## config.mk

```make
export PLATFORM = sky130hd
export DESIGN_NAME = alarm_autoreset
export DESIGN_NICKNAME = d
export VERILOG_FILES = /design/src/hdl/retry_pkg.sv /design/src/hdl/alarm_autoreset.sv /design/src/hdl/alarm_delay_timer.sv
export SDC_FILE = /design/constraint.sdc
export NUM_CORES = 1
export LEC_CHECK = 0
export BUFFER_PORTS_ARGS = -buffer_cell sky130_fd_sc_hd__buf_2
export CAP_MARGIN = 20
export CORE_MARGIN = 8
export CORE_UTILIZATION = 35
export CTS_BUF_LIST = sky130_fd_sc_hd__clkbuf_16
export CTS_CLUSTER_DIAMETER = 50
export CTS_CLUSTER_SIZE = 30
export DETAILED_ROUTE_END_ITERATION = 8
export SLEW_MARGIN = 20
export SYNTH_ARGS = -nofsm -noshare
export SYNTH_HDL_FRONTEND = slang
export SYNTH_SLANG_ARGS = --single-unit
```

## constraint.sdc

```tcl
create_clock -name clk_i -period 3 [get_ports clk_i]
set_clock_uncertainty 0.2 [all_clocks]
set_input_delay 0 -clock clk_i [delete_from_list [all_inputs] [get_ports clk_i]]
set_output_delay 0 -clock clk_i [all_outputs]
set_load 0.01 [all_outputs]
```

## src/hdl/retry_pkg.sv

```systemverilog
// Constants, register map and carrier types for the alarm autoreset controller
`default_nettype none
package retry_pkg;
    localparam int unsigned CLK_HZ = 125_000_000;
    localparam int unsigned TICK_S = 1;
    localparam int unsigned TICK_CYCLES = CLK_HZ * TICK_S;
    localparam int unsigned DECAY_MIN = 10;
    localparam int unsigned DECAY_TICKS = DECAY_MIN * 60;
    localparam int unsigned N_ALARM = 9;
    localparam logic [3:0] LIMIT_MAX = 4'hA;
    localparam logic [3:0] LIMIT_RST = 4'h0;
    localparam logic [11:0] DELAY_OFF = 12'h000;
    localparam logic [11:0] DELAY_MAX = 12'hE10;
    localparam logic [7:0] LIMIT_MARK = 8'h41;
    localparam logic [7:0] FLASH_HALF_S = 8'h01;
    // Alarm indices
    localparam int unsigned A_THERMAL = 0;
    localparam int unsigned A_RTD = 1;
    localparam int unsigned A_THERM = 2;
    localparam int unsigned A_STALL = 3;
    localparam int unsigned A_CLIM = 4;
    localparam int unsigned A_LINK = 5;
    localparam int unsigned A_LHI = 6;
    localparam int unsigned A_LHIPRE = 7;
    localparam int unsigned A_LLOPRE = 8;
    // Register byte addresses (byte address = word index * 4)
    localparam logic [7:0] REG_LIMIT = 8'h00;
    localparam logic [7:0] REG_COUNT = 8'h04;
    localparam logic [7:0] REG_STATUS = 8'h08;
    localparam logic [7:0] REG_MODE = 8'h0C;
    localparam logic [7:0] REG_DELAY0 = 8'h20;
    // Status field positions
    localparam int unsigned ST_PENDING = 0;
    localparam int unsigned ST_ABORTED = 1;
    localparam int unsigned ST_MARK_LO = 8;
    localparam int unsigned ST_RUN_LO = 16;
    localparam int unsigned ST_RUN_W = 9;
    typedef struct packed {
        logic [N_ALARM-1:0] tripped;
        logic [N_ALARM-1:0] start_ok;
    } alarm_in_s;
    typedef struct packed {
        logic trip_led;
        logic run_led;
        logic msg_flag;
    } indicate_s;
endpackage
`default_nettype wire

```

## src/hdl/alarm_autoreset.sv

```systemverilog
// Alarm autoreset controller with a classic Wishbone register slave
`default_nettype none
// What this block does
// - Autoreset active only when the attempt limit, 0 to 10, is above zero.
// - No autoreset while any alarm condition is still abnormal.
// - Attempt count above the limit aborts autoreset entirely.
// - Count drops by one per trip-free ten minutes, never below zero.
// - When the count exceeds a non-zero limit, tag the trip record stamp with letter A.
// - A normal reset command clears the attempt count to zero.
// - Attempt count is a read-only status value, zero after reset.
// - While pending, flash trip and run indicators together and raise flag.
// - Autoreset only while the external enable signal is active.
// - Level start with a run input active starts the motor on reset.
// - Autoreset waits until remaining delay time has run out.
// - Autoreset also waits until remaining ramp time has completed.
// - Each alarm delay is Off (0) or 1 to 3600 seconds, default Off.
// - Thermal alarm delay starts after the model cools to 95 percent.
// - Thermometer alarm delay starts when all inputs are below threshold.
// - Thermistor alarm delay starts when all values are below limits.
// - Stalled-rotor delay starts right after the alarm action completes.
// - Current-limit delay starts right after the alarm action completes.
// - Link-fault delay starts when communication is restored.
// - Load high alarm and pre-alarms start their delay at the trip.
// - Expired delay clears that alarm when other conditions hold.
module alarm_autoreset
    import retry_pkg::*;
#(
    parameter int unsigned TICK_LEN = TICK_CYCLES // Cycles per second tick
) (
    input wire logic clk_i, // System clock, 125 MHz
    input wire logic rst_i, // Synchronous reset, active high
    input wire logic [7:0] wb_adr_i, // Wishbone byte address
    input wire logic [31:0] wb_dat_i, // Wishbone write data
    input wire logic [3:0] wb_sel_i, // Wishbone byte selects
    input wire logic wb_we_i, // Wishbone write enable
    input wire logic wb_cyc_i, // Wishbone cycle
    input wire logic wb_stb_i, // Wishbone strobe
    output logic [31:0] wb_dat_o, // Wishbone read data
    output logic wb_ack_o, // Wishbone acknowledge
    input wire logic [N_ALARM-1:0] alarm_trip_i, // Alarm trip pulses (pins)
    input wire logic thermal_cool_i, // Thermal model at or below 95 percent
    input wire logic rtd_below_i, // All thermometer inputs below threshold
    input wire logic therm_below_i, // All thermistors below their limit
    input wire logic action_done_i, // Alarm action has been executed
    input wire logic link_ok_i, // Communication established
    input wire logic all_normal_i, // All alarm conditions normal
    input wire logic arst_enable_i, // External autoreset enable signal
    input wire logic ramp_busy_i, // Ramp time still remaining
    input wire logic reset_cmd_i, // Normal reset command from reset source
    input wire logic [1:0] run_direction_inputs, // Run forward/reverse inputs
    output logic [N_ALARM-1:0] alarm_clear_o, // Clear pulse per alarm
    output logic motor_start_o, // Start pulse after reset in level mode
    output logic [7:0] stamp_mark_o, // Trip stamp marker, 0 when none
    output logic trip_led_o, // Trip indicator
    output logic run_led_o, // Run indicator
    output logic arst_msg_o // Autoreset message flag
);
    typedef enum logic [3:0] {
        S_IDLE = 4'b0001,
        S_WAIT = 4'b0010,
        S_FIRE = 4'b0100,
        S_ABORT = 4'b1000
    } arst_state_e;

    // Pins cross into the clock domain through two flops each
    localparam int unsigned SYNC_W = N_ALARM + 10;
    logic [SYNC_W-1:0] sync1_q;
    logic [SYNC_W-1:0] sync2_q;
    always_ff @(posedge clk_i) begin
        if (rst_i) begin
            sync1_q <= '0;
            sync2_q <= '0;
        end else begin
            sync1_q <= {alarm_trip_i, thermal_cool_i, rtd_below_i, therm_below_i,
                        action_done_i, link_ok_i, all_normal_i, arst_enable_i,
                        ramp_busy_i, reset_cmd_i, |run_direction_inputs};
            sync2_q <= sync1_q;
        end
    end
    logic [N_ALARM-1:0] trip_s;
    logic thermal_cool_s, rtd_below_s, therm_below_s, action_done_s, link_ok_s;
    logic all_normal_s, enable_s, ramp_busy_s, reset_cmd_s, run_dir_s;
    assign {trip_s, thermal_cool_s, rtd_below_s, therm_below_s, action_done_s, link_ok_s,
            all_normal_s, enable_s, ramp_busy_s, reset_cmd_s, run_dir_s} = sync2_q;

    logic reset_cmd_q;
    always_ff @(posedge clk_i) begin
        if (rst_i) begin
            reset_cmd_q <= 1'b0;
        end else begin
            reset_cmd_q <= reset_cmd_s;
        end
    end
    logic reset_rise;
    assign reset_rise = reset_cmd_s && !reset_cmd_q;

    logic [31:0] pre_q;
    logic tick_q;
    always_ff @(posedge clk_i) begin
        if (rst_i) begin
            pre_q <= 32'h0000_0000;
            tick_q <= 1'b0;
        end else if (pre_q >= TICK_LEN - 1) begin
            pre_q <= 32'h0000_0000;
            tick_q <= 1'b1;
        end else begin
            pre_q <= pre_q + 32'h0000_0001;
            tick_q <= 1'b0;
        end
    end

    // Software registers
    logic [3:0] limit_q;
    logic level_mode_q;
    logic [11:0] delay_q [N_ALARM];
    logic wb_hit;
    assign wb_hit = wb_cyc_i && wb_stb_i && !wb_ack_o;

    // limit accepts 0..10; larger writes saturate
    always_ff @(posedge clk_i) begin
        if (rst_i) begin
            limit_q <= LIMIT_RST;
            level_mode_q <= 1'b0;
        end else if (wb_hit && wb_we_i && wb_sel_i[0]) begin
            if (wb_adr_i == REG_LIMIT) begin
                limit_q <= (wb_dat_i[3:0] > LIMIT_MAX) ? LIMIT_MAX : wb_dat_i[3:0];
            end else if (wb_adr_i == REG_MODE) begin
                level_mode_q <= wb_dat_i[0];
            end
        end
    end

    // Per-alarm start conditions
    logic [N_ALARM-1:0] start_ok;
    always_comb begin
        start_ok = '0;
        start_ok[A_THERMAL] = thermal_cool_s;
        start_ok[A_RTD] = rtd_below_s;
        start_ok[A_THERM] = therm_below_s;
        start_ok[A_STALL] = action_done_s;
        start_ok[A_CLIM] = action_done_s;
        start_ok[A_LINK] = link_ok_s;
        start_ok[A_LHI] = 1'b1;
        start_ok[A_LHIPRE] = 1'b1;
        start_ok[A_LLOPRE] = 1'b1;
    end

    logic [N_ALARM-1:0] latched_q;
    logic [N_ALARM-1:0] expired;
    logic [N_ALARM-1:0] running;
    logic [N_ALARM-1:0] fire_mask;
    genvar g;
    generate
        for (g = 0; g < N_ALARM; g++) begin : g_alarm
            // delay Off or 1..3600 s, default Off
            always_ff @(posedge clk_i) begin
                if (rst_i) begin
                    delay_q[g] <= DELAY_OFF;
                end else if (wb_hit && wb_we_i && wb_sel_i[1:0] == 2'b11
                             && wb_adr_i == REG_DELAY0 + 8'(4 * g)) begin
                    delay_q[g] <= (wb_dat_i[11:0] > DELAY_MAX) ? DELAY_MAX : wb_dat_i[11:0];
                end
            end
            // New trip sets over a same-cycle clear
            always_ff @(posedge clk_i) begin
                if (rst_i) begin
                    latched_q[g] <= 1'b0;
                end else if (trip_s[g]) begin
                    latched_q[g] <= 1'b1;
                end else if (fire_mask[g] || reset_rise) begin
                    latched_q[g] <= 1'b0;
                end
            end
            alarm_delay_timer u_timer (
                .clk_i(clk_i),
                .rst_i(rst_i),
                .tick_i(tick_q),
                .tripped_i(latched_q[g]),
                .start_ok_i(start_ok[g]),
                .delay_i(delay_q[g]),
                .expired_o(expired[g]),
                .running_o(running[g])
            );
        end
    endgenerate

    // Attempt counter and decay timer
    logic [3:0] count_q;
    logic [9:0] decay_q;
    logic any_trip;
    logic fire;
    logic aborted;
    assign any_trip = |trip_s;
    assign aborted = count_q > limit_q;

    // ten trip-free minutes decrement; reset clears
    always_ff @(posedge clk_i) begin
        if (rst_i) begin
            count_q <= 4'h0;
            decay_q <= 10'h000;
        end else if (reset_rise) begin
            count_q <= 4'h0;
            decay_q <= 10'h000;
        end else if (any_trip) begin
            count_q <= (count_q == 4'hF) ? count_q : count_q + 4'h1;
            decay_q <= 10'h000;
        end else if (tick_q) begin
            if (decay_q >= 10'(DECAY_TICKS - 1)) begin
                decay_q <= 10'h000;
                if (count_q != 4'h0) begin
                    count_q <= count_q - 4'h1;
                end
            end else begin
                decay_q <= decay_q + 10'h001;
            end
        end
    end

    // Autoreset sequencing
    arst_state_e state_q;
    logic cond_ok;
    // all gates for an automatic reset
    assign cond_ok = (limit_q != 4'h0) && all_normal_s && enable_s && !ramp_busy_s
                     && !aborted && (running == '0) && (expired != '0);
    assign fire = (state_q == S_WAIT) && cond_ok;
    assign fire_mask = fire ? expired : '0;

    always_ff @(posedge clk_i) begin
        if (rst_i) begin
            state_q <= S_IDLE;
        end else begin
            case (state_q)
                S_IDLE: begin
                    if (aborted && latched_q != '0) begin
                        state_q <= S_ABORT;
                    end else if (limit_q != 4'h0 && (latched_q & ~expired & ~running) == '0
                                 && latched_q != '0) begin
                        state_q <= S_WAIT;
                    end
                end
                S_WAIT: begin
                    if (aborted) begin
                        state_q <= S_ABORT;
                    end else if (fire) begin
                        state_q <= S_FIRE;
                    end else if (latched_q == '0 || limit_q == 4'h0) begin
                        state_q <= S_IDLE;
                    end
                end
                S_FIRE: begin
                    state_q <= S_IDLE;
                end
                S_ABORT: begin
                    if (reset_rise) begin
                        state_q <= S_IDLE;
                    end
                end
                default: begin
                    state_q <= S_IDLE;
                end
            endcase
        end
    end

    // expired delays clear their alarms; level mode starts motor
    always_ff @(posedge clk_i) begin
        if (rst_i) begin
            alarm_clear_o <= '0;
            motor_start_o <= 1'b0;
        end else begin
            alarm_clear_o <= fire_mask;
            motor_start_o <= (fire || reset_rise) && level_mode_q && run_dir_s;
        end
    end

    // marker appears once the count exceeds a non-zero limit
    always_ff @(posedge clk_i) begin
        if (rst_i) begin
            stamp_mark_o <= 8'h00;
        end else if (reset_rise) begin
            stamp_mark_o <= 8'h00;
        end else if (limit_q != 4'h0 && count_q > limit_q) begin
            stamp_mark_o <= LIMIT_MARK;
        end
    end

    // both indicators flash in step while pending
    logic [7:0] flash_q;
    logic blink_q;
    always_ff @(posedge clk_i) begin
        if (rst_i) begin
            flash_q <= 8'h00;
            blink_q <= 1'b0;
            trip_led_o <= 1'b0;
            run_led_o <= 1'b0;
            arst_msg_o <= 1'b0;
        end else begin
            if (tick_q) begin
                flash_q <= (flash_q >= FLASH_HALF_S - 8'h01) ? 8'h00 : flash_q + 8'h01;
                blink_q <= (flash_q >= FLASH_HALF_S - 8'h01) ? !blink_q : blink_q;
            end
            trip_led_o <= (state_q == S_WAIT) ? blink_q : (latched_q != '0);
            run_led_o <= (state_q == S_WAIT) && blink_q;
            arst_msg_o <= (state_q == S_WAIT);
        end
    end

    // Wishbone read path; unmapped addresses read zero and still ack
    always_ff @(posedge clk_i) begin
        if (rst_i) begin
            wb_ack_o <= 1'b0;
            wb_dat_o <= 32'h0000_0000;
        end else begin
            wb_ack_o <= wb_hit;
            wb_dat_o <= 32'h0000_0000;
            if (wb_hit && !wb_we_i) begin
                if (wb_adr_i == REG_LIMIT) begin
                    wb_dat_o <= {28'h0000000, limit_q};
                end else if (wb_adr_i == REG_COUNT) begin
                    wb_dat_o <= {28'h0000000, count_q};
                end else if (wb_adr_i == REG_STATUS) begin
                    wb_dat_o[ST_PENDING] <= (state_q == S_WAIT);
                    wb_dat_o[ST_ABORTED] <= (state_q == S_ABORT);
                    wb_dat_o[ST_MARK_LO +: 8] <= stamp_mark_o;
                    wb_dat_o[ST_RUN_LO +: ST_RUN_W] <= running;
                end else if (wb_adr_i == REG_MODE) begin
                    wb_dat_o <= {31'h00000000, level_mode_q};
                end else if (wb_adr_i >= REG_DELAY0 && wb_adr_i < REG_DELAY0 + 8'(4 * N_ALARM)
                             && wb_adr_i[1:0] == 2'b00) begin
                    wb_dat_o <= {20'h00000, delay_q[4'((wb_adr_i - REG_DELAY0) >> 2)]};
                end
            end
        end
    end
endmodule
`default_nettype wire

```

## src/hdl/alarm_delay_timer.sv

```systemverilog
// One per-alarm autoreset delay counter on the one-second tick
`default_nettype none
module alarm_delay_timer
    import retry_pkg::*;
(
    input wire logic clk_i, // System clock
    input wire logic rst_i, // Synchronous reset
    input wire logic tick_i, // One-second tick
    input wire logic tripped_i, // Alarm is latched
    input wire logic start_ok_i, // Start condition for this alarm met
    input wire logic [11:0] delay_i, // Programmed delay, 0 means off
    output logic expired_o, // Delay has run out
    output logic running_o // Delay is counting
);
    logic [11:0] cnt_q;
    logic run_q;

    always_ff @(posedge clk_i) begin
        if (rst_i || !tripped_i || delay_i == DELAY_OFF) begin
            cnt_q <= 12'h000;
            run_q <= 1'b0;
        end else if (!run_q) begin
            run_q <= start_ok_i;
        end else if (tick_i && cnt_q < delay_i) begin
            cnt_q <= cnt_q + 12'h001;
        end
    end

    assign expired_o = run_q && (cnt_q >= delay_i) && (delay_i != DELAY_OFF);
    assign running_o = run_q && !expired_o;
endmodule
`default_nettype wire

```

-- After elaboration in Yosys (flattened, before gate mapping)
Memories as Yosys holds them, arrays and structs flattened.
Cells that the tools add are included.
- $add $sub $neg: 15
- order comparisons: 26
- equality and inequality tests: 21
- mux-type cells: 91
- bitwise operators: 16
- reduce and logical (&&, ||, !) cells: 184
- operator list (cell ; number):
    $mux W12 ; 12
    $add A12 B1 Y12 const B ; 9
    $ge A12 B12 Y1 ; 9
    $logic_not A12 Y1 ; 9
    $lt A12 B12 Y1 ; 9
    $reduce_bool A12 Y1 ; 9
    $logic_and A1 B1 Y1 ; 68
    $eq A8 B6 Y1 const B ; 8
    $mux W1 ; 58
    $mux W4 ; 14
    $add A32 B1 Y32 const B ; 1
    $ge A32 B27 Y1 const B ; 1
    $logic_or A1 B1 Y1 ; 29
    $logic_not A9 Y1 ; 3
    $logic_not A1 Y1 ; 24
    $reduce_bool A2 Y1 ; 12
    $reduce_and A2 Y1 ; 11
    $and A9 B9 Y9 ; 2
    $not A9 Y9 ; 2
    $reduce_bool A9 Y1 ; 2
    $mux W17 ; 1
    $eq A8 B4 Y1 const B ; 2
    $gt A12 B12 Y1 const B ; 1
    $pmux W4 S3 ; 1
    38 further kinds ; 56
- register bits after elaboration: 277
- RAM bits: 108
- output and inout port bits: 54
- memories kept: 1
- memories (name ; words ; bits a word ; read ports ; clocked after Yosys merged registers in ; write ports ; RTL line ; source):
    delay_q ; 9 ; 12 ; 10 ; 0 ; 9 ; alarm_autoreset.sv:115 ; logic [11:0] delay_q [N_ALARM];

-- Depth between registers and ports, before layout
An unclocked memory read counts as a cell.
- depth after elaboration: 14
- mapped depth: 12

-- Modules after synthesis
A second synthesis with hierarchy kept.
- cells, all modules: 2082
- area, all modules: 19856.5 sq um
- by module, submodules not included (module ; times used ; cells an instance ; area an instance (sq um) ; seq. area each (sq um)):
    alarm_autoreset ; 1 ; 918 ; 10284.9 ; 6085.8
    alarm_delay_timer at g_alarm[0].u_timer ... ; 8 ; 129 ; 1066.0 ; 260.2
    alarm_delay_timer at g_alarm[8].u_timer ; 1 ; 132 ; 1043.5 ; 260.2

-- Worst setup path after synthesis
OpenSTA, ideal clock, no wires.
- path kind: reg2reg
- from: mem delay_q[4][1]
- to: reg latched_q[8]
- library setup time: 126 ps
- arrival: 2562 ps
- required time: 2674 ps
- slack: 113 ps
- cell stages (with the launch flop): 13
- path buffers: 1
- path through: edfxtp_1 inv_1 ha_1 nor2b_4 nor3_1 or4b_1 a31oi_1 or2b_2 nand2_1 or4_4 buf_6 o211ai_2 o21ai_1
- RTL lines (element ; RTL line ; source):
    from (decl) ; alarm_autoreset.sv:115 ;
    to (signal, indexed assignment) ; alarm_autoreset.sv:167 ; latched_q[g] <= 1'b0;
    to (signal, indexed assignment) ; alarm_autoreset.sv:169 ; latched_q[g] <= 1'b1;
    to (signal, indexed assignment) ; alarm_autoreset.sv:171 ; latched_q[g] <= 1'b0;
    to (decl) ; alarm_autoreset.sv:148 ; logic [N_ALARM-1:0] latched_q;

==> run_results.csv <==
group,metric,value,unit
synthesis,yosysSeqAreaShare,46.03,%
synthesis,syn_inst,1940,
flow_run,cap_violations,0,
die,die_height,244.7,µm
synthesis,yosys.area.top_type,"dfxtp_1",
critical_path,critPathLaunchType,"register",
synthesis,synth-edff-count,108,
grt,antenna_found_initial,1,
die,io_pins,123,
pwr,switching_share,25.77,%
synthesis,ys_seq_elements,367,
die,rows,84,
placement,gp_congestion,0.9287,
grt,grt_usage,18.11,%
sta,tightestPinTransition,1.099,ns
final_layout,layout-drive-gt1-share,19.03,%
status,outcome,"finished with violations",
pwr,design_power_total,11.44,mW
synthesis,synth_flop_cell,"dfxtp_1",
clock_tree,htree_levels,2,
clock_tree,cts-root-buf,"clkbuf_16",
critical_path,crit_path_end_kind,"register",
hold_path,hold_class,"in2reg",
clock_tree,cts_tree,"done",
final_layout,final_cells,3028,
sta,holdWs,0.03038,ns
synthesis,syn_avg_cell_area,9.438,µm²
critical_path,r2r-start,"delay_q[4][11]$_SDFFCE_PN0P_",
final_layout,fillCellCount,4987,
sta,period_needed,3.131,ns
detailed_routing,ant_nets,0,
grt,grt_max_degree,87,
sta,drv_slew,0,
hold_path,hp-start,"wb_adr_i[0]",
clock_tree,cts_buffers,40,
pwr,vdd_drop_max,0.4023,mV
status,violations,"negative setup slack",
final_layout,stdcell_area,23350,µm²
sta,finalSetupViolations,22,
critical_path,crit_path_end,"alarm_clear_o[7]$_SDFF_PP0_",
sta,slew_headroom,26.55,%
detailed_routing,routed_wl,56370,µm
clock_tree,clock_sinks,367,
detailed_routing,wl_per_cell,18.62,µm
synthesis,synthTopCellsByArea,"dfxtp_1, edfxtp_1, ha_1, nor2_1, inv_1",
grt,grt_overflow_total,0,
grt,top_usage_layer,"met2",
sta,finalCritPeriodShare,104.4,%
placement,placed_cell_area,20770,µm²
pwr,intPower,8.492,mW
grt,use_met2,29.53,%
critical_path,worst-path-max-fanout,6,
synthesis,yosys.cell_types.count,74,
pwr,pwr-share-comb,9.4,%
clock_tree,clock_latency,0.59,ns
sta,setup_ws,-0.1314,ns
die,dieArea,59890,µm²
pwr,power_frac_seq,46.5,%
grt,grt_pass1_wl,85950,µm
synthesis,netlist.area_leader.share,28.32,%
pwr,p_per_area,490.0,nW/µm²
grt,grt_util_met1,23.45,%
pwr,clockPowerShare,44.2,%
clock_tree,ctsLongestPathBuffers,3,
critical_path,critPathRequiredTime,3.31,ns
placement,portBuffers,84,
die,fp.dieW,244.7,µm
critical_path,path_class,"reg2reg",
synthesis,syn_area,18310,µm²
detailed_routing,drc,0,
grt,grtUsageMet3,3.435,%
placement,hpwl,41770,µm
die,core,52130,µm²
critical_path,rr_worst_depth,13,
placement,place_inst,2852,
detailed_routing,vias_per_cell,5.180,
die,initial_core_util,35.12,%
synthesis,synth-warning-count,0,
pwr,p_switching,2.948,mW
detailed_routing,first_pass_iters,5,
critical_path,reg2reg_to,"alarm_clear_o[7]$_SDFF_PP0_",
critical_path,startpoint,"delay_q[4][11]$_SDFFCE_PN0P_",
pwr,power.leakage,9.618,nW
final_layout,layout_commonest_cell,"nor2_1",
synthesis,async_flop_share,0,%
final_layout,final_cell_mix,"nor2_1, dfxtp_1, buf_4, inv_1, ha_1",
detailed_routing,drt_iter0_drc,1543,
clock_tree,clkTransAtPathRegs,0.07,ns
final_layout,area_growth,27.51,%
critical_path,crit_arrival,3.44,ns
final_layout,post-route-util,44.79,%
sta,hold_viol,0,
detailed_routing,vias,15686,
sta,grt_setup_unrepaired,"yes",
grt,grt_pass1_vias,15453,
final_layout,fin_nets,2503,
critical_path,r2r_slack,-0.13,ns
sta,timing.fmax,319.3,MHz
-- cells in the mapped netlist (3+ instances only) --
cell type  number
clkinv_1        3
o21bai_1       12
nand2b_1       17
o2111a_1        3
nor2b_1        49
ha_1          125
nor3_1         24
o21ai_0        50
a21o_1         26
clkbuf_1       47
edfxtp_1      108
or3_1          40
mux2i_1        25
xnor2_1        41
xor2_1         66
o22ai_1         3
and3_1         35
nor4_1         35
nor2_1        321
nand4_1        59
mux4_2         24
a21oi_1        69
o211ai_1        7
o21ai_1        15
buf_1           5
o211ai_2        9
o21a_1         18
and2_1          8
dfxtp_1       259
a211o_1         5
buf_4          17
inv_1         164
nand3_1        48
nand3b_1        8
a31oi_1         8
and4_1          7
a211oi_1       17
or2_2           3
nand2_1       114
-- registers in the layout (all words and copies together) (netlist names), 4 cells and up --
signal,count
delay_q,108
g_alarm.u_timer.cnt_q,108
pre_q,32
wb_dat_o,22
sync1_q,19
sync2_q,19
decay_q,10
alarm_clear_o,9
g_alarm.u_timer.run_q,9
latched_q,9
count_q,4
limit_q,4
state_q,4
-- per-layer routing --
| metal | vias to the layer above | wire length (µm) |
|---|---|---|
| li1 | 7473 | - |
| met1 | 7477 | 23560 |
| met2 | 612 | 25630 |
| met3 | 124 | 5010 |
| met4 | 0 | 2167 |
| met5 | - | 0 |
-- area by class of cell --
type	count	area (µm²)	share of cell area, %
well taps	688	860.8	3.687
flip-flops and latches	367	8428	36.10
diodes	1	2.502	0.01072
clock buffers	40	1001	4.287
repair buffers	375	2838	12.15
inverters	167	626.9	2.685
multi-input cells	1357	9255	39.64
clock inverters	33	335.3	1.436
-- kinds of logic after synthesis --
group	after synthesis	synth area share (%)
adder cells (fa/ha/maj)	126	8.651
multiplexers	50	4.380
buffers and inverters	237	5.248
XOR/XNOR	107	5.118
AO/OA/AOI/OAI	268	9.710
other	1	0.02048
flip-flops	367	46.03
AND/OR/NAND/NOR	784	20.84
-- how the worst min path moves through the flow --
stage          cells past startpoint                          end  slack (ns)
5_1_grt                            6       wb_dat_o[2]$_SDFF_PP0_        0.04
6_report                           6       wb_dat_o[2]$_SDFF_PP0_        0.03
3_5_place_dp                       2        sync1_q[5]$_SDFF_PP0_        0.01
2_1_floorplan                      2        sync1_q[0]$_SDFF_PP0_       -0.08
4_1_cts                            4  delay_q[2][3]$_SDFFCE_PN0P_       0.006
3_3_place_gp                       2        sync1_q[3]$_SDFF_PP0_        0.01
-- metrics by stage --
step,TNS [ns],setup WS (ns)
finish,-1.962,-0.1314
global route,-4.704,-0.3218
CTS,-1.961,-0.1414
detailed placement,-2.839,-0.1731
global placement,-1.187,-0.08081
floorplan,0,0.1125
-- power groups by stage --
stage,logic [mW],registers (mW),clock network [mW]
2_1_floorplan,0.563,5.40,0
3_5_place_dp,0.939,5.42,0
5_1_grt,1.15,5.32,5.34
3_3_place_gp,0.916,5.42,0
4_1_cts,1.03,5.31,5.15
6_report,1.07,5.31,5.05
-- repair_timing --
item | 4_1_cts | 5_1_grt
cloned | 0 | 1
setup buffers | 5 | 11
endpoints found under the hold margin | 130 | 2
pin swaps | 12 | 20
setup endpoints to repair | 25 | 41
resized for setup | 25 | 29
hold buffers | 83 | 2
-- worst max-delay path, stage by stage, from the launching register on --
cell,delay (ns)
edfxtp_1,0.35
inv_1,0.05
ha_1,0.30
nand4_1,0.18
or4b_4,0.54
a31oi_4,0.19
buf_6,0.15
or2b_4,0.12
buf_6,0.10
nand3_4,0.07
nor4b_4,0.27
buf_4,0.17
nand3b_1,0.24
nor2_1,0.17
Power figures use the tool's default switching activity.
